<file path="src/logic/plm_consts.svh">
// Constants for the link power manager: register offsets, field positions,
// reset values and timing counts.
// Assumes a 125 MHz core clock and a byte-addressed AXI4-Lite register window.
`ifndef PLM_CONSTS_SVH
`define PLM_CONSTS_SVH

// Core clock and timing figures.
`define PLM_CLK_PERIOD_NS      8
`define PLM_L0S_IDLE_NS        6000
`define PLM_L0S_IDLE_CYCLES    ((`PLM_L0S_IDLE_NS + `PLM_CLK_PERIOD_NS - 1) / `PLM_CLK_PERIOD_NS)
`define PLM_PME_SAMPLE_NS      100000
`define PLM_PME_SAMPLE_CYCLES  (`PLM_PME_SAMPLE_NS / `PLM_CLK_PERIOD_NS)

// Register window.
`define PLM_ADDR_W             8
`define PLM_OFS_CTRL           8'h00
`define PLM_OFS_PMCSR          8'h04
`define PLM_OFS_LINK_CAP       8'h08
`define PLM_OFS_STATUS         8'h0C

// Control register: command enables and active-state control field.
`define PLM_CTRL_MEM_EN        0
`define PLM_CTRL_IO_EN         1
`define PLM_CTRL_BM_EN         2
`define PLM_CTRL_ASPM_LSB      4
`define PLM_CTRL_WMASK         32'h0000_0037
`define PLM_CTRL_CMD_MASK      32'h0000_0007
`define PLM_CTRL_RESET         32'h0000_0000

// Power management control and status register.
`define PLM_PMCSR_PS_LSB       0
`define PLM_PMCSR_NSR          3
`define PLM_PMCSR_PME_EN       8
`define PLM_PMCSR_PME_STATUS   15
`define PLM_PS_D0              2'h0
`define PLM_PS_D3HOT           2'h3

// Link capabilities: active-state support field, L0s only.
`define PLM_LINK_CAP_VALUE     32'h0000_0400

// Status register fields.
`define PLM_STAT_LINK_LSB      0
`define PLM_STAT_DEV_LSB       4
`define PLM_STAT_PLL_ON        7

// AXI responses.
`define PLM_RESP_OKAY          2'h0
`define PLM_RESP_SLVERR        2'h2

`endif

</file>
<file path="src/logic/plm_pkg.sv">
// Types shared by the link power manager files.
// Assumes plm_consts.svh is on the include path.
`include "plm_consts.svh"

package plm_pkg;

  // Link power states, including the pseudo state before the first L0.
  typedef enum logic [2:0] {
    LINK_DOWN,
    LINK_L0,
    LINK_L0S,
    LINK_L1,
    LINK_L23_READY,
    LINK_L3
  } plm_link_state_type;

  // Device power states; D1 and D2 do not exist here.
  typedef enum logic [1:0] {
    DEV_D0_UNINIT,
    DEV_D0_ACTIVE,
    DEV_D3_HOT,
    DEV_D3_COLD
  } plm_dev_state_type;

  // One register write as handed from the bus slave to the register file.
  typedef struct packed {
    logic [`PLM_ADDR_W-1:0] addr;
    logic [31:0]            data;
    logic [3:0]             strb;
  } plm_wr_type;

endpackage

</file>
<file path="src/logic/plm_tick_counter.sv">
// Up-counter with clear, run and a compare against a limit.
// Assumes the caller decides whether it saturates or wraps via clear and run.
module plm_tick_counter (
  input  wire logic        aclk,
  input  wire logic        aresetn,
  input  wire logic        clear,
  input  wire logic        run,
  input  wire logic [15:0] limit,
  output logic             at_limit
);

  logic [15:0] count;

  // Clear has priority so a restarted interval never carries an old count.
  always_ff @(posedge aclk)
  begin
    if (!aresetn)
      count <= 16'h0000;
    else if (clear)
      count <= 16'h0000;
    else if (run)
      count <= count + 16'h0001;
  end

  assign at_limit = (count == limit);

endmodule

</file>
<file path="src/logic/plm_axil_slave.sv">
// AXI4-Lite slave front end: accepts address and data in either order,
// hands one write or one read to the register file, returns the response.
// Assumes read data and the decode result are combinational from the address.
`include "plm_consts.svh"
module plm_axil_slave (
  input  wire logic                   aclk,
  input  wire logic                   aresetn,
  input  wire logic [`PLM_ADDR_W-1:0] awaddr,
  input  wire logic                   awvalid,
  output logic                        awready,
  input  wire logic [31:0]            wdata,
  input  wire logic [3:0]             wstrb,
  input  wire logic                   wvalid,
  output logic                        wready,
  output logic [1:0]                  bresp,
  output logic                        bvalid,
  input  wire logic                   bready,
  input  wire logic [`PLM_ADDR_W-1:0] araddr,
  input  wire logic                   arvalid,
  output logic                        arready,
  output logic [31:0]                 rdata,
  output logic [1:0]                  rresp,
  output logic                        rvalid,
  input  wire logic                   rready,
  output plm_pkg::plm_wr_type         wr,
  output logic                        wr_en,
  input  wire logic                   wr_ok,
  output logic [`PLM_ADDR_W-1:0]      rd_addr,
  input  wire logic [31:0]            rd_data,
  input  wire logic                   rd_ok
);

  logic                   aw_held;
  logic                   w_held;
  logic [`PLM_ADDR_W-1:0] aw_addr;
  logic [31:0]            w_data;
  logic [3:0]             w_strb;
  logic                   next_aw_held;
  logic                   next_w_held;
  logic                   next_bvalid;
  logic                   next_rvalid;
  wire                    aw_take = awvalid && awready;
  wire                    w_take  = wvalid && wready;
  wire                    ar_take = arvalid && arready;

  // The write fires once both halves are held; readies stay low until the response is taken.
  assign wr_en        = aw_held && w_held && !bvalid;
  assign wr           = '{addr: aw_addr, data: w_data, strb: w_strb};
  assign next_aw_held = (aw_held || aw_take) && !wr_en;
  assign next_w_held  = (w_held || w_take) && !wr_en;
  assign next_bvalid  = wr_en || (bvalid && !bready);
  assign next_rvalid  = ar_take || (rvalid && !rready);
  assign rd_addr      = araddr;

  // Write channel registers.
  always_ff @(posedge aclk)
  begin
    if (!aresetn)
    begin
      aw_held <= 1'b0;
      w_held  <= 1'b0;
      awready <= 1'b0;
      wready  <= 1'b0;
      bvalid  <= 1'b0;
      bresp   <= `PLM_RESP_OKAY;
      aw_addr <= '0;
      w_data  <= 32'h0000_0000;
      w_strb  <= 4'h0;
    end
    else
    begin
      aw_held <= next_aw_held;
      w_held  <= next_w_held;
      awready <= !next_aw_held && !next_bvalid;
      wready  <= !next_w_held && !next_bvalid;
      bvalid  <= next_bvalid;
      if (aw_take)
        aw_addr <= awaddr;
      if (w_take)
      begin
        w_data <= wdata;
        w_strb <= wstrb;
      end
      if (wr_en)
        bresp <= wr_ok ? `PLM_RESP_OKAY : `PLM_RESP_SLVERR;
    end
  end

  // Read channel registers; data are captured on the address handshake.
  always_ff @(posedge aclk)
  begin
    if (!aresetn)
    begin
      arready <= 1'b0;
      rvalid  <= 1'b0;
      rdata   <= 32'h0000_0000;
      rresp   <= `PLM_RESP_OKAY;
    end
    else
    begin
      arready <= !next_rvalid;
      rvalid  <= next_rvalid;
      if (ar_take)
      begin
        rdata <= rd_ok ? rd_data : 32'h0000_0000;
        rresp <= rd_ok ? `PLM_RESP_OKAY : `PLM_RESP_SLVERR;
      end
    end
  end

endmodule

</file>
<file path="src/logic/plm_power_manager.sv">
// Link and device power manager: device power states, link power states,
// the L0s idle timer and the power-management-event sampler.
// Assumes the physical layer follows link_state and gates packets with tx_allowed.
//
// Design decisions made here: register access over AXI4-Lite and the register offsets.
`include "plm_consts.svh"
module plm_power_manager #(
  parameter int unsigned PME_SAMPLE_CYCLES = `PLM_PME_SAMPLE_CYCLES
) (
  input  wire logic                   aclk,
  input  wire logic                   aresetn,
  input  wire logic [`PLM_ADDR_W-1:0] s_axil_awaddr,
  input  wire logic                   s_axil_awvalid,
  output logic                        s_axil_awready,
  input  wire logic [31:0]            s_axil_wdata,
  input  wire logic [3:0]             s_axil_wstrb,
  input  wire logic                   s_axil_wvalid,
  output logic                        s_axil_wready,
  output logic [1:0]                  s_axil_bresp,
  output logic                        s_axil_bvalid,
  input  wire logic                   s_axil_bready,
  input  wire logic [`PLM_ADDR_W-1:0] s_axil_araddr,
  input  wire logic                   s_axil_arvalid,
  output logic                        s_axil_arready,
  output logic [31:0]                 s_axil_rdata,
  output logic [1:0]                  s_axil_rresp,
  output logic                        s_axil_rvalid,
  input  wire logic                   s_axil_rready,
  input  wire logic                   link_up,
  input  wire logic                   tx_pending,
  input  wire logic                   tx_active,
  input  wire logic                   rx_activity,
  input  wire logic                   pcix_activity,
  input  wire logic                   upstream_l1_exit,
  input  wire logic                   turn_off_msg,
  input  wire logic                   main_power_off,
  input  wire logic                   pm_event_input_pin_n,
  output plm_pkg::plm_link_state_type link_state,
  output plm_pkg::plm_dev_state_type  dev_state,
  output logic                        tx_allowed,
  output logic                        rx_accept,
  output logic                        pll_enable,
  output logic                        func_enable,
  output logic                        turn_off_ack,
  output logic                        pm_event_message
);

  plm_pkg::plm_wr_type        wr;
  logic                       wr_en;
  logic [`PLM_ADDR_W-1:0]     rd_addr;
  logic [31:0]                rd_data;
  logic                       rd_ok;
  logic                       wr_ok;
  logic [31:0]                ctrl;
  logic                       no_soft_reset;
  logic                       pme_en;
  logic                       pme_status;
  logic                       pme_pending;
  logic                       l1_request;
  logic                       idle_at_limit;
  logic                       sample_tick;
  logic [31:0]                wmask;
  logic [31:0]                next_ctrl;
  plm_pkg::plm_dev_state_type next_dev;
  plm_pkg::plm_link_state_type next_link;
  logic                       next_nsr;
  logic                       next_l1_request;
  logic                       next_ack;

  // Register bus front end; configuration accesses are served in every device state.
  plm_axil_slave u_slave (
    .aclk    (aclk),
    .aresetn (aresetn),
    .awaddr  (s_axil_awaddr),
    .awvalid (s_axil_awvalid),
    .awready (s_axil_awready),
    .wdata   (s_axil_wdata),
    .wstrb   (s_axil_wstrb),
    .wvalid  (s_axil_wvalid),
    .wready  (s_axil_wready),
    .bresp   (s_axil_bresp),
    .bvalid  (s_axil_bvalid),
    .bready  (s_axil_bready),
    .araddr  (s_axil_araddr),
    .arvalid (s_axil_arvalid),
    .arready (s_axil_arready),
    .rdata   (s_axil_rdata),
    .rresp   (s_axil_rresp),
    .rvalid  (s_axil_rvalid),
    .rready  (s_axil_rready),
    .wr      (wr),
    .wr_en   (wr_en),
    .wr_ok   (wr_ok),
    .rd_addr (rd_addr),
    .rd_data (rd_data),
    .rd_ok   (rd_ok)
  );

  // Byte lanes turn the write strobes into a bit mask.
  for (genvar lane = 0; lane < 4; lane++)
  begin : g_lane
    assign wmask[8*lane +: 8] = {8{wr.strb[lane]}};
  end

  // Address decode for writes and reads.
  wire wr_ctrl  = wr_en && (wr.addr == `PLM_OFS_CTRL);
  wire wr_pmcsr = wr_en && (wr.addr == `PLM_OFS_PMCSR);
  assign wr_ok  = (wr.addr == `PLM_OFS_CTRL) || (wr.addr == `PLM_OFS_PMCSR) ||
                  (wr.addr == `PLM_OFS_LINK_CAP) || (wr.addr == `PLM_OFS_STATUS);
  assign rd_ok  = (rd_addr == `PLM_OFS_CTRL) || (rd_addr == `PLM_OFS_PMCSR) ||
                  (rd_addr == `PLM_OFS_LINK_CAP) || (rd_addr == `PLM_OFS_STATUS);

  // Power state field as software sees it; both D0 sub-states read as D0.
  wire       in_d3hot    = (dev_state == plm_pkg::DEV_D3_HOT);
  wire       in_d0       = (dev_state == plm_pkg::DEV_D0_UNINIT) || (dev_state == plm_pkg::DEV_D0_ACTIVE);
  wire [1:0] ps_field    = in_d0 ? `PLM_PS_D0 : `PLM_PS_D3HOT;
  wire [1:0] ps_written  = wr.data[`PLM_PMCSR_PS_LSB +: 2];
  wire       ps_lane     = wr_pmcsr && wr.strb[0];
  // Writes coding D1 or D2 match neither compare and are ignored.
  wire       write_d0    = ps_lane && (ps_written == `PLM_PS_D0);
  wire       write_d3hot = ps_lane && (ps_written == `PLM_PS_D3HOT);
  wire       back_to_d0  = write_d0 && in_d3hot;
  wire       l0s_enabled = ctrl[`PLM_CTRL_ASPM_LSB];

  wire [31:0] pmcsr_value = {16'h0000, pme_status, 6'h00, pme_en, 4'h0, no_soft_reset, 1'b0, ps_field};
  wire [31:0] status_value = {24'h00_0000, pll_enable, 1'b0, dev_state, 1'b0, link_state};

  // Read multiplexer; the link capabilities word advertises L0s support only.
  assign rd_data = (rd_addr == `PLM_OFS_CTRL)     ? ctrl :
                   (rd_addr == `PLM_OFS_PMCSR)    ? pmcsr_value :
                   (rd_addr == `PLM_OFS_LINK_CAP) ? `PLM_LINK_CAP_VALUE :
                   (rd_addr == `PLM_OFS_STATUS)   ? status_value :
                   32'h0000_0000;

  // Control register update; going back to D0 drops the enables so the function is uninitialized.
  always_comb
  begin
    next_ctrl = ctrl;
    if (wr_ctrl)
      next_ctrl = (ctrl & ~(wmask & `PLM_CTRL_WMASK)) | (wr.data & wmask & `PLM_CTRL_WMASK);
    if (back_to_d0)
      next_ctrl = next_ctrl & ~`PLM_CTRL_CMD_MASK;
  end

  // Device power state machine.
  always_comb
  begin
    next_dev        = dev_state;
    next_nsr        = no_soft_reset;
    next_l1_request = l1_request;
    unique case (dev_state)
      plm_pkg::DEV_D0_UNINIT,
      plm_pkg::DEV_D0_ACTIVE:
      begin
        if (write_d3hot)
        begin
          next_dev        = plm_pkg::DEV_D3_HOT;
          next_l1_request = 1'b1;
        end
        else if (dev_state == plm_pkg::DEV_D0_UNINIT && (next_ctrl & `PLM_CTRL_CMD_MASK) != 32'h0000_0000)
          next_dev = plm_pkg::DEV_D0_ACTIVE;
      end
      plm_pkg::DEV_D3_HOT:
      begin
        if (back_to_d0)
        begin
          next_dev        = plm_pkg::DEV_D0_UNINIT;
          next_nsr        = 1'b1;
          next_l1_request = 1'b0;
        end
        // A repeated D3hot write asks for L1 again after an earlier exit.
        else if (write_d3hot)
          next_l1_request = 1'b1;
      end
      plm_pkg::DEV_D3_COLD:
        next_dev = plm_pkg::DEV_D3_COLD;
    endcase
    if (main_power_off)
      next_dev = plm_pkg::DEV_D3_COLD;
    if (next_link == plm_pkg::LINK_L1)
      next_l1_request = 1'b0;
  end

  // Idle timer: counts cycles with nothing to send while L0s is allowed, and holds at the limit.
  wire tx_idle   = !tx_active && !tx_pending;
  wire idle_run  = (link_state == plm_pkg::LINK_L0) && l0s_enabled && tx_idle;

  plm_tick_counter u_idle_timer (
    .aclk     (aclk),
    .aresetn  (aresetn),
    .clear    (!idle_run),
    .run      (!idle_at_limit),
    .limit    (16'(`PLM_L0S_IDLE_CYCLES)),
    .at_limit (idle_at_limit)
  );

  // Event pin sampler: one tick per sample period, free running.
  plm_tick_counter u_pme_sampler (
    .aclk     (aclk),
    .aresetn  (aresetn),
    .clear    (sample_tick),
    .run      (1'b1),
    .limit    (16'(PME_SAMPLE_CYCLES - 1)),
    .at_limit (sample_tick)
  );

  // An event is taken only at a sample tick and never in D3cold, which has no auxiliary power.
  wire pme_seen   = sample_tick && !pm_event_input_pin_n && pme_en && !pme_pending &&
                    (dev_state != plm_pkg::DEV_D3_COLD);
  wire pme_send   = pme_pending && (link_state == plm_pkg::LINK_L0) && !tx_active;
  wire pme_clear  = wr_pmcsr && wr.strb[1] && wr.data[`PLM_PMCSR_PME_STATUS];
  wire wake       = tx_pending || rx_activity || pcix_activity || pme_pending;
  wire link_alive = (link_state == plm_pkg::LINK_L0) || (link_state == plm_pkg::LINK_L0S) ||
                    (link_state == plm_pkg::LINK_L1);

  // Link power state machine; power removal wins, then link loss, then the turn-off message.
  always_comb
  begin
    next_link = link_state;
    next_ack  = 1'b0;
    unique case (link_state)
      plm_pkg::LINK_DOWN:
        if (link_up)
          next_link = plm_pkg::LINK_L0;
      plm_pkg::LINK_L0:
      begin
        if (turn_off_msg)
          next_link = plm_pkg::LINK_L23_READY;
        else if (l1_request && !tx_active && !pme_pending)
          next_link = plm_pkg::LINK_L1;
        else if (idle_at_limit && idle_run)
          next_link = plm_pkg::LINK_L0S;
      end
      plm_pkg::LINK_L0S:
      begin
        if (turn_off_msg)
          next_link = plm_pkg::LINK_L23_READY;
        else if (wake)
          next_link = plm_pkg::LINK_L0;
      end
      plm_pkg::LINK_L1:
      begin
        if (turn_off_msg)
          next_link = plm_pkg::LINK_L23_READY;
        else if (upstream_l1_exit || wake)
          next_link = plm_pkg::LINK_L0;
      end
      plm_pkg::LINK_L23_READY:
        next_link = plm_pkg::LINK_L23_READY;
      plm_pkg::LINK_L3:
        next_link = plm_pkg::LINK_L3;
      default:
        next_link = plm_pkg::LINK_DOWN;
    endcase
    if (link_alive && turn_off_msg)
      next_ack = 1'b1;
    if (link_alive && !link_up)
    begin
      next_link = plm_pkg::LINK_DOWN;
      next_ack  = 1'b0;
    end
    if (main_power_off && link_state != plm_pkg::LINK_L3)
    begin
      next_link = plm_pkg::LINK_L3;
      next_ack  = 1'b0;
    end
  end

  // Register file and power state registers.
  always_ff @(posedge aclk)
  begin
    if (!aresetn)
    begin
      ctrl          <= `PLM_CTRL_RESET;
      dev_state     <= plm_pkg::DEV_D0_UNINIT;
      no_soft_reset <= 1'b0;
      l1_request    <= 1'b0;
      pme_en        <= 1'b0;
    end
    else
    begin
      ctrl          <= next_ctrl;
      dev_state     <= next_dev;
      no_soft_reset <= next_nsr;
      l1_request    <= next_l1_request;
      if (wr_pmcsr && wr.strb[1])
        pme_en <= wr.data[`PLM_PMCSR_PME_EN];
    end
  end

  // Event status: a new event in the clearing cycle keeps the bit set.
  always_ff @(posedge aclk)
  begin
    if (!aresetn)
    begin
      pme_status  <= 1'b0;
      pme_pending <= 1'b0;
    end
    else
    begin
      pme_status  <= pme_seen || (pme_status && !pme_clear);
      pme_pending <= pme_seen || (pme_pending && !pme_send);
    end
  end

  // Link outputs are registered from the next state so they change with it.
  // Packets flow only in L0; the receiver stays open in L0s because only our transmitter sleeps.
  always_ff @(posedge aclk)
  begin
    if (!aresetn)
    begin
      link_state       <= plm_pkg::LINK_DOWN;
      tx_allowed       <= 1'b0;
      rx_accept        <= 1'b0;
      pll_enable       <= 1'b1;
      func_enable      <= 1'b0;
      turn_off_ack     <= 1'b0;
      pm_event_message <= 1'b0;
    end
    else
    begin
      link_state       <= next_link;
      tx_allowed       <= (next_link == plm_pkg::LINK_L0);
      rx_accept        <= (next_link == plm_pkg::LINK_L0) || (next_link == plm_pkg::LINK_L0S);
      pll_enable       <= (next_link != plm_pkg::LINK_L3);
      func_enable      <= (next_dev == plm_pkg::DEV_D0_ACTIVE);
      turn_off_ack     <= next_ack;
      pm_event_message <= pme_send && (next_link == plm_pkg::LINK_L0);
    end
  end

endmodule

</file>
<file path="config.mk">
export PLATFORM = sky130hd
export DESIGN_NAME = plm_power_manager
export DESIGN_NICKNAME = d
export VERILOG_FILES = /design/src/logic/plm_pkg.sv /design/src/logic/plm_tick_counter.sv /design/src/logic/plm_axil_slave.sv /design/src/logic/plm_power_manager.sv
export VERILOG_INCLUDE_DIRS = /design/src /design/src/logic
export SDC_FILE = /design/constraint.sdc
export NUM_CORES = 1
export LEC_CHECK = 0
export ABC_AREA = 1
export BUFFER_PORTS_ARGS = -buffer_cell sky130_fd_sc_hd__buf_4
export CAP_MARGIN = 20
export CELL_PAD_IN_SITES_DETAIL_PLACEMENT = 1
export CELL_PAD_IN_SITES_GLOBAL_PLACEMENT = 1
export CORE_ASPECT_RATIO = 1.4
export CORE_UTILIZATION = 37
export CTS_BUF_LIST = sky130_fd_sc_hd__clkbuf_4
export DETAILED_ROUTE_END_ITERATION = 6
export PLACE_DENSITY_LB_ADDON = 0.1
export SYNTH_ARGS = -nofsm -noshare
export SYNTH_HDL_FRONTEND = slang
export SYNTH_HIERARCHICAL = 1
export SYNTH_SLANG_ARGS = --single-unit
export TNS_END_PERCENT = 100
</file>
<file path="constraint.sdc">
create_clock -name aclk -period 1.8 [get_ports aclk]
set_clock_uncertainty 0.05 [all_clocks]
set_input_delay 0.36 -clock aclk [delete_from_list [all_inputs] [get_ports aclk]]
set_output_delay 0.36 -clock aclk [all_outputs]
set_load 0.01 [all_outputs]
</file>
---- After elaboration in Yosys (flattened, before gate mapping) ----
Index checks and enable logic that the tools add are counted.
storage, ports and cells
  register bits after elaboration ......... 149
  latch bits .............................. 0
  bits in writable memories ............... 0
  bits in read-only memories .............. 0
  output and inout port bits .............. 52
  word-level logic and storage cells ...... 176
  memories ................................ 0
operators by class
  add/subtract/negate cells ............... 2
  multiply operators ...................... 0
  divide/modulo/power cells ............... 0
  order comparisons ....................... 0
  equality and inequality tests ........... 24
  shift operators ......................... 0
  mux-type cells .......................... 30
  bitwise gates (word level) .............. 5
  reductions and logical operators ........ 86
operator list
  kind                   count
  $mux 32                3
  $logic_and 1x1->1      38
  $mux 3                 11
  $add 16x1->16 const B  2
  $and 32x32->32         1
  $eq 8x4->1 const B     4
  $not 6->32             1
  $or 32x6->32           1
  $reduce_bool 32->1     1
  $logic_or 1x1->1       20
  $pmux 3 s6             1
  $eq 16x10->1 const B   1
  $eq 16x14->1 const B   1
  $eq 8x3->1 const B     2
  $logic_not 8->1        2
  $mux 16                1
  $logic_not 1->1        15
  $mux 2                 7
  $eq 3x2->1 const B     4
  $mux 11                1
  $mux 8                 1
  $and 6x6->6            1
  $eq 2x2->1 const B     3
  $eq 3x1->1 const B     2
  other kinds (14)       23

---- Longest topological paths before layout ----
Gate-level depths: netlist (run 1).
  depth in word-level cells ............... 14
  mapped depth ............................ 15
  gate-level depth less buffers ........... 15

---- Hierarchy ----
Netlist (run 1), hierarchy kept.
modules (own cells, without submodules)
  module                            instances  cells each  area each (um2)  seq. area each (um2)
  plm_axil_slave                    1          482         3410.8           1701.6
  plm_power_manager                 1          180         1203.7           420.4
  plm_tick_counter (u_pme_sampler)  1          156         1034.7           320.3
  plm_tick_counter (u_idle_timer)   1          161         1009.7           320.3

---- Worst setup path before layout (run 1) ----
No wires, ideal clock.
  path type ............................... register to register
  start ................................... register u_idle_timer.count[11]
  end ..................................... register u_idle_timer.count[15]
  setup time .............................. 0.064 ns
  arrival time ............................ 1.652 ns
  path slack .............................. 0.034 ns
  cell stages (with the launch flop) ...... 15
  buffers on the path ..................... 1
  cell sequence ........................... dfxtp_1 inv_1 or2_2 nand3_1 nor2_1 nand2_1 nor2_1 inv_1 buf_2 nand2_1 nor2_1 nand3_1 nor2_1 nor2_1 nor2_1
between the ends
  word-level cells in the longest chain between the ends .. 1
RTL lines
  element                 RTL line                 source
  start, declared         plm_tick_counter.sv:12   logic [15:0] count;
  start signal, assigned  plm_tick_counter.sv:22   count <= count + 16'h0001;
  $eq 16x10->1            plm_tick_counter.sv:25   assign at_limit = (count == limit);
  net idle_at_limit       plm_power_manager.sv:60  logic idle_at_limit;
The timed path passes the listed nets, and every way through them passes these cells.
A chain may end at the register's enable or synchronous reset.

---- Worst setup path in the final report (run 1) ----
  start ................................... register u_idle_timer.count[7]
  end ..................................... register rx_accept
between the ends
  word-level cells in the longest chain between the ends .. 10
RTL lines
  element                                          RTL line                  source
  $eq 16x10->1 (*)                                 plm_tick_counter.sv:25
  net idle_at_limit                                plm_power_manager.sv:60
  $logic_and 1x1->1 (*)                            plm_power_manager.sv:231  else if (idle_at_limit && idle_run)
  $mux 3 (*)                                       plm_power_manager.sv:231
  $mux 3 (*)                                       plm_power_manager.sv:229  else if (l1_request && !tx_active && !pme_pending)
  $mux 3 (*)                                       plm_power_manager.sv:227  if (turn_off_msg)
  $pmux 3 s6 (*)                                   plm_power_manager.sv:221  unique case (link_state)
  $mux 3 (*)                                       plm_power_manager.sv:257  if (link_alive && !link_up)
  $mux 3 (*)                                       plm_power_manager.sv:262  if (main_power_off && link_state != plm_pkg::LINK_L3)
  $eq 3x1->1 / $eq 3x2->1 (equally long branches)  plm_power_manager.sv:324  rx_accept <= (next_link == plm_pkg::LINK_L0) || (next_link == plm_pkg::LINK_L0S);
  $logic_or 1x1->1 (*)                             plm_power_manager.sv:324
  end signal, assigned                             plm_power_manager.sv:324
  end, declared                                    plm_power_manager.sv:41   output logic rx_accept,
Mark *: on every way through the listed nets, which the timed path passes. The rest lies on a longest branch.

==> metrics.csv, run 1 <==
stage,metric,value,unit
run_status,status,completed,
worst_setup_path,CP Launch Point,u_idle_timer/count[7],
routing,Routed wire per std cell,11.94,microns
worst_setup_path,R2R setup slack,0.03,ns
synthesis,"Avg Cell Area, Syn",6.628,sq um
power_and_ir_drop,cell-internal power,3.344,mW
worst_setup_path,reg2reg path depth,12,
routing,Post-DRT Antenna Nets,0,
layout,nets,1130,
sta,post-route worst setup slack,0.03137,ns
synthesis,Post-Syn Area,5753,sq um
die,DIE AREA,16060,sq um
routing,drt via density,4.524,
clocking,clk slew on worst S/H paths,0.17,ns
job,max-cap violations,0,
clocking,CTS tree,built,
routing,Total Wirelength,15.01,mm
placement,Place WS,-0.08252,ns
power_and_ir_drop,final total power,4.728,mW
worst_setup_path,CP Max Fanout,6,
clocking,CTS Hold Bufs,0,
grt,initial antenna violation count,1,
worst_setup_path,r2r startpoint,u_idle_timer/count[7],
clocking,CTS HTree Levels,3,
sta,count of pins over their slew limit,0,
power_and_ir_drop,Leakage,3.411,nW
layout,most frequent cells in the layout,"nand2_1, buf_4, nor2_1",
die,Core ar.,15120,sq um
sta,final setup vio count,0,
layout,share of layout cells above drive strength 1,22.56,%
sta,RSZ-0062 raised after global routing,true,
layout,Final Non-Filler Cells,1257,
placement,placed insts,1237,
clocking,Clock Path Buffers,2,
die,Die Wd,107.4,microns
routing,Detail Route met3 WL,364,microns
power_and_ir_drop,combinational power share,16.6,%
layout,number of fill cells,2077,
grt,largest net degree at the start of global routing,37,
routing,initial DRC count,115,
clocking,Clock Latency Late Sink,0.49,ns
power_and_ir_drop,Reg power frac,55.8,%
routing,DR top layer,met4,
placement,PortBufs,90,
sta,hold_ws,0.05129,ns
power_and_ir_drop,sw power,1.384,mW
worst_setup_path,CP startpoint kind,flop,
worst_setup_path,WP data arrival,2.17,ns
sta,fmax,565.4,MHz
grt,vias in the first global route,5727,
routing,drt pass-1 iters,4,
die,Top Ports,120,
clocking,total CTS buffers,9,
clocking,CTS root buffer,clkbuf_4,
power_and_ir_drop,pwr/cell area,637.6,nW/um^2
routing,routed wl met2,7.913,mm
sta,Tcrit/Tclk final,98.26,%
worst_setup_path,crit end category,flop,
worst_setup_path,FF-to-FF End,rx_accept,
hold_path,hold crit path type,input pin to flop,
die,Die Y,149.5,microns
power_and_ir_drop,"IR drop worst, VDD",0.0003528,V
synthesis,cells after synthesis,868,
grt,GRT Total Usage,19.99,%
grt,first-pass GRT wire length,25.29,mm
placement,GPL Wtd Cong,0.8078,
routing,Metal-1 WL,6.282,mm
worst_setup_path,critical path capture point,rx_accept,
power_and_ir_drop,clock network power share,27.6,%
worst_setup_path,Crit Path Class,flop to flop,
routing,drc violations,0,
layout,"commonest non-fill, non-tap cell in the layout",nand2_1,
sta,final hold violation count,0,
placement,detailed-placement wirelength estimate,11.76,mm
die,Starting Density,38.05,%
routing,routed vias,5687,
grt,GR Overflow Total,0,
sta,Final min period,1.769,ns
layout,Area growth syn-to-layout,28.88,%
clocking,clock sinks,111,
die,Row Count,53,
worst_setup_path,Worst EP required,2.20,ns
synthesis,Yosys Warn Count,6,
power_and_ir_drop,switching share of power,29.27,%
routing by layer:
layer / vias up / track usage [%]
li1: 2972 / -
met3: 28 / 2.570
met1: 2600 / 21.64
met2: 87 / 38.16
met5: - / 0
met4: 0 / 8.836
power by group through the flow:
stage | registers (mW) | clock network (mW) | logic [mW]
6_report | 2.64 | 1.31 | 0.784
4_1_cts | 2.64 | 1.39 | 0.772
3_3_place_gp | 2.69 | 0 | 0.742
5_1_grt | 2.66 | 1.47 | 0.885
2_1_floorplan | 2.71 | 0 | 0.446
3_5_place_dp | 2.69 | 0 | 0.759
registers in the layout, indices dropped and copies added (netlist names), 2 cells and up, named ones only:
signal and cells:
u_slave/rdata 32, u_idle_timer/count 16, u_pme_sampler/count 16, u_slave/aw_addr 8, u_slave/w_data 7, ctrl 3, link_state 3, dev_state 2
u_slave/w_strb 2
worst min-delay path by stage:
stage	startpoint	to	slack, ns	depth (start not counted)
final	s_axil_awaddr[0]	u_slave/aw_addr[0]	0.05	3
after global routing	s_axil_awaddr[6]	u_slave/aw_addr[6]	0.03	3
after CTS	s_axil_awaddr[0]	u_slave/aw_addr[0]	0.007	3
after detailed placement	u_slave/rdata[31]	u_slave/rdata[31]	0.42	2
after global placement	u_slave/aw_addr[0]	u_slave/aw_addr[0]	0.40	2
after floorplan	no_soft_reset	no_soft_reset	0.39	2
cell type report:
| type | instances | area [sq um] | share of cell area (%) |
|---|---|---|---|
| multi-input combinational | 684 | 3263 | 44.01 |
| clock inverter | 6 | 71.32 | 0.9619 |
| antenna | 1 | 2.502 | 0.03375 |
| timing repair buffer | 148 | 1135 | 15.31 |
| sequential | 111 | 2235 | 30.14 |
| tap | 192 | 240.2 | 3.240 |
| clock buffer | 9 | 67.56 | 0.9112 |
| inverter | 106 | 400.4 | 5.400 |
worst max-delay path, cell delays in order, from the launching register on:
cell and delay, ns:
dfxtp_2 0.38, xnor2_2 0.10, nand3_1 0.09, nor2_1 0.10
nand2_1 0.07, nor2_1 0.13, inv_2 0.10, buf_6 0.14
o21ai_4 0.14, nand4_4 0.16, nor2_4 0.16, nand2_2 0.06
nand2_1 0.05
per-stage QoR:
| stage | utilization, % | setup TNS [ns] | cell area (sq um) |
|---|---|---|---|
| floorplan | - | 0 | 6008 |
| global placement | 46.85 | -0.3009 | 7083 |
| detailed placement | 46.85 | -0.6065 | 7083 |
| CTS | 48.05 | 0 | 7264 |
| global route | 49.04 | -0.6439 | 7415 |
| finish | 49.04 | 0 | 7415 |
what timing repair did:
action / CTS / global route
setup buffers: 2 / 2
gates resized for setup: 12 / 38
pin swaps: 4 / 20
setup endpoints to repair: 12 / 24
(Power assumes the default switching activity.)
==> run 2: changes to the inputs <==
--- a/config.mk
+++ b/config.mk
@@ -12,7 +12,7 @@
 export CELL_PAD_IN_SITES_DETAIL_PLACEMENT = 1
 export CELL_PAD_IN_SITES_GLOBAL_PLACEMENT = 1
 export CORE_ASPECT_RATIO = 1.4
-export CORE_UTILIZATION = 37
+export CORE_UTILIZATION = 41
 export CTS_BUF_LIST = sky130_fd_sc_hd__clkbuf_4
 export DETAILED_ROUTE_END_ITERATION = 6
 export PLACE_DENSITY_LB_ADDON = 0.1
==> constraint.sdc (replaced) <==
create_clock -name aclk -period 1.66 [get_ports aclk]
set_clock_uncertainty 0.05 [all_clocks]
set_input_delay 0.332 -clock aclk [delete_from_list [all_inputs] [get_ports aclk]]
set_output_delay 0.332 -clock aclk [all_outputs]
set_load 0.01 [all_outputs]
==> run 2 against run 1 <==
Effect of this change:
- the flow now finishes with violations (setup timing)
- via count is 3.8% higher
- routed wire length is 11% higher
- worst hold slack worse by 0.029 ns
- worst setup slack worse by 0.21 ns
- combinational power is 12% higher
- global-route usage is 2.3 points higher
==> metrics.csv, run 2 (synthesis gave the netlist of run 1 again) <==
stage,metric,value,unit,change
run_status,status,"complete, but fails checks",,was completed
run_status,failing checks,setup timing,,
sta,count of pins over their slew limit,0,,unchanged
power_and_ir_drop,Leakage,3.498,nW,was 3.411 nW
clocking,CTS tree,built,,unchanged
routing,initial DRC count,109,,was 115
grt,first-pass GRT wire length,25.54,mm,was 25.29 mm
sta,final hold violation count,0,,unchanged
die,Starting Density,42.57,%,was 38.05%
layout,Area growth syn-to-layout,33.97,%,was 28.88%
worst_setup_path,CP startpoint kind,flop,,unchanged
layout,Final Non-Filler Cells,1264,,was 1257
worst_setup_path,"slowest stage delay, CP",0.36,ns,was 0.38 ns
worst_setup_path,Crit Path Class,flop to flop,,unchanged
routing,routed vias,5905,,was 5687
grt,initial antenna violation count,1,,unchanged
sta,post-route worst setup slack,-0.1804,ns,was 0.03137 ns
sta,fmax,543.3,MHz,was 565.4 MHz
routing,DR top layer,met4,,unchanged
die,Top Ports,120,,unchanged
grt,largest net degree at the start of global routing,35,,was 37
job,max-cap violations,0,,unchanged
die,Core ar.,13510,sq um,was 15120 sq um
layout,number of fill cells,1853,,was 2077
worst_setup_path,"CP delay by family, top",simple AND/OR/NAND/NOR gates,,unchanged
hold_path,hold crit path type,input pin to flop,,unchanged
layout,area of the multi-input gates,3398,sq um,was 3263 sq um
grt,GR Overflow Total,0,,unchanged
routing,Post-DRT Antenna Nets,0,,unchanged
routing,drt pass-1 iters,4,,unchanged
clocking,Clock Latency Late Sink,0.50,ns,was 0.49 ns
routing,Metal-1 WL,6.303,mm,was 6.282 mm
routing,routed wl met2,9.400,mm,was 7.913 mm
worst_setup_path,Bufs and invs on worst path,3,,was 2
placement,placed insts,1229,,was 1237
routing,Detail Route met3 WL,411,microns,was 364 microns
worst_setup_path,Critical-path top delay cell,dfxtp_2,,unchanged
grt,GRT Total Usage,22.34,%,was 19.99%
placement,PortBufs,90,,unchanged
sta,final setup vio count,23,,was 0
die,DIE AREA,14520,sq um,was 16060 sq um
routing,Total Wirelength,16.64,mm,was 15.01 mm
layout,nets,1146,,was 1130
die,Die Y,142.2,microns,was 149.5 microns
sta,Final min period,1.840,ns,was 1.769 ns
worst_setup_path,CP dominant cell by count,nand2_1,,
power_and_ir_drop,pwr/cell area,662.2,nW/um^2,was 637.6 nW/um^2
clocking,CTS root buffer,clkbuf_4,,unchanged
worst_setup_path,WP data arrival,2.21,ns,was 2.17 ns
layout,"commonest non-fill, non-tap cell in the layout",nand2_1,,unchanged
routing,drc violations,0,,unchanged
worst_setup_path,crit end category,flop,,unchanged
layout,leading registers by flop count,"u_slave/rdata (32), u_idle_timer/count (16), u_pme_sampler/count (16)",,unchanged
clocking,clk slew on worst S/H paths,0.20,ns,was 0.17 ns
worst_setup_path,worst path cell trace,xnor2_1 -> nand2_1 -> nor2_1 -> nand2_1 -> nor2_2 -> inv_2 -> buf_6 -> o21ai_4 -> nand4_4 -> o21ai_1 -> inv_1,,was xnor2_2 -> nand3_1 -> nor2_1 -> nand2_1 -> nor2_1 -> inv_2 -> buf_6 -> o21ai_4 -> nand4_4 -> nor2_4 -> nand2_2 -> nand2_1
layout,most frequent cells in the layout,"nand2_1, buf_4, nor2_1",,unchanged
die,Die Wd,102.1,microns,was 107.4 microns
sta,Setup TNS,-2.232,ns,was 0 ns
placement,GPL Wtd Cong,0.8009,,was 0.8078
power_and_ir_drop,"IR drop worst, VDD",0.0004209,V,was 0.0003528 V
layout,Reg with most FFs,u_slave/rdata,,unchanged
layout,register area,2245,sq um,was 2235 sq um
clocking,CTS HTree Levels,3,,unchanged
layout,Largest register FFs,32,,unchanged
placement,detailed-placement wirelength estimate,11.95,mm,was 11.76 mm
clocking,clock sinks,111,,unchanged
worst_setup_path,CP Max Fanout,5,,was 6
routing,Routed wire per std cell,13.17,microns,was 11.94 microns
die,Row Count,50,,was 53
grt,vias in the first global route,5864,,was 5727
worst_setup_path,Worst EP required,2.02,ns,was 2.20 ns
layout,share of layout cells above drive strength 1,26.36,%,was 22.56%
sta,RSZ-0062 raised after global routing,true,,unchanged
clocking,total CTS buffers,9,,unchanged
clocking,Clock Path Buffers,2,,unchanged
sta,Tcrit/Tclk final,110.9,%,was 98.26%
routing,drt via density,4.672,,was 4.524
## run 2: cell count changes in the layout (fill, tap and decap cells not counted), sizes merged
cell / change
bufinv: -1
buf: +9
inv: +3
clkinv: -1
dlygate4sd3: +7
## run 2: stage by stage
step                setup slack, ns  hold WS [ns]  instance area (sq um)  power, mW  util (%)
floorplan                   0.02154        0.3869                   6036      3.427         -
global placement            -0.1435        0.4033                   7107      3.716     52.59
detailed placement          -0.1859        0.4107                   7107      3.739     52.59
CTS                        -0.06269      0.005282                   7378      5.126     54.60
global route                -0.2616      0.009356                   7707      5.371     57.04
finish                      -0.1804       0.02183                   7707      5.104     57.04
## run 2: path summary, 6_finish.rpt
check,from,depth (start not counted),slack (ns),end
worst min register to register,u_slave/rdata[31],2,0.43,u_slave/rdata[31]
worst max register to register,u_idle_timer/count[0],11,-0.18,l1_request
worst max-delay path,u_idle_timer/count[0],11,-0.18,l1_request
worst min-delay path,s_axil_rready,4,0.02,u_slave/rvalid
## run 2: area by class of cell
class / count / area share, %
Multi-Input combinational cell: 684 / 44.09
Clock inverter: 7 / 0.8442
Timing Repair Buffer: 164 / 16.85
Sequential cell: 111 / 29.12
Clock buffer: 9 / 0.8766
Antenna cell: 1 / 0.03247
Tap cell: 182 / 2.955
Inverter: 106 / 5.227
## run 2: worst min-delay path: cells and delay by family
kind            cells  cell delay [ns]
compound gates      1             0.05
simple gates        1             0.06
buf+inv             2             0.11
## run 2: layer usage
layer  up-vias  global-route usage (%)
met5         -                       0
met4         0                   10.23
met3        33                   3.094
met2        84                   44.19
met1      2772                   22.20
li1       3016                       -
## run 2: power breakdown
group / leakage, nW / switching [mW] / internal (mW)
logic: 2.52 / 0.486 / 0.393
registers: 0.914 / 0.0792 / 2.79
clock network: 0.0693 / 1.02 / 0.340
## run 2: repair_timing
| item | 4_1_cts | 5_1_grt |
|---|---|---|
| endpoints found under the setup margin | 26 | 40 |
| pin swaps | 12 | 39 |
| endpoints found under the hold margin | 7 | 0 |
| cloned | 0 | 1 |
| setup buffers | 2 | 8 |
| hold buffers | 7 | 0 |
| resized for setup | 19 | 69 |
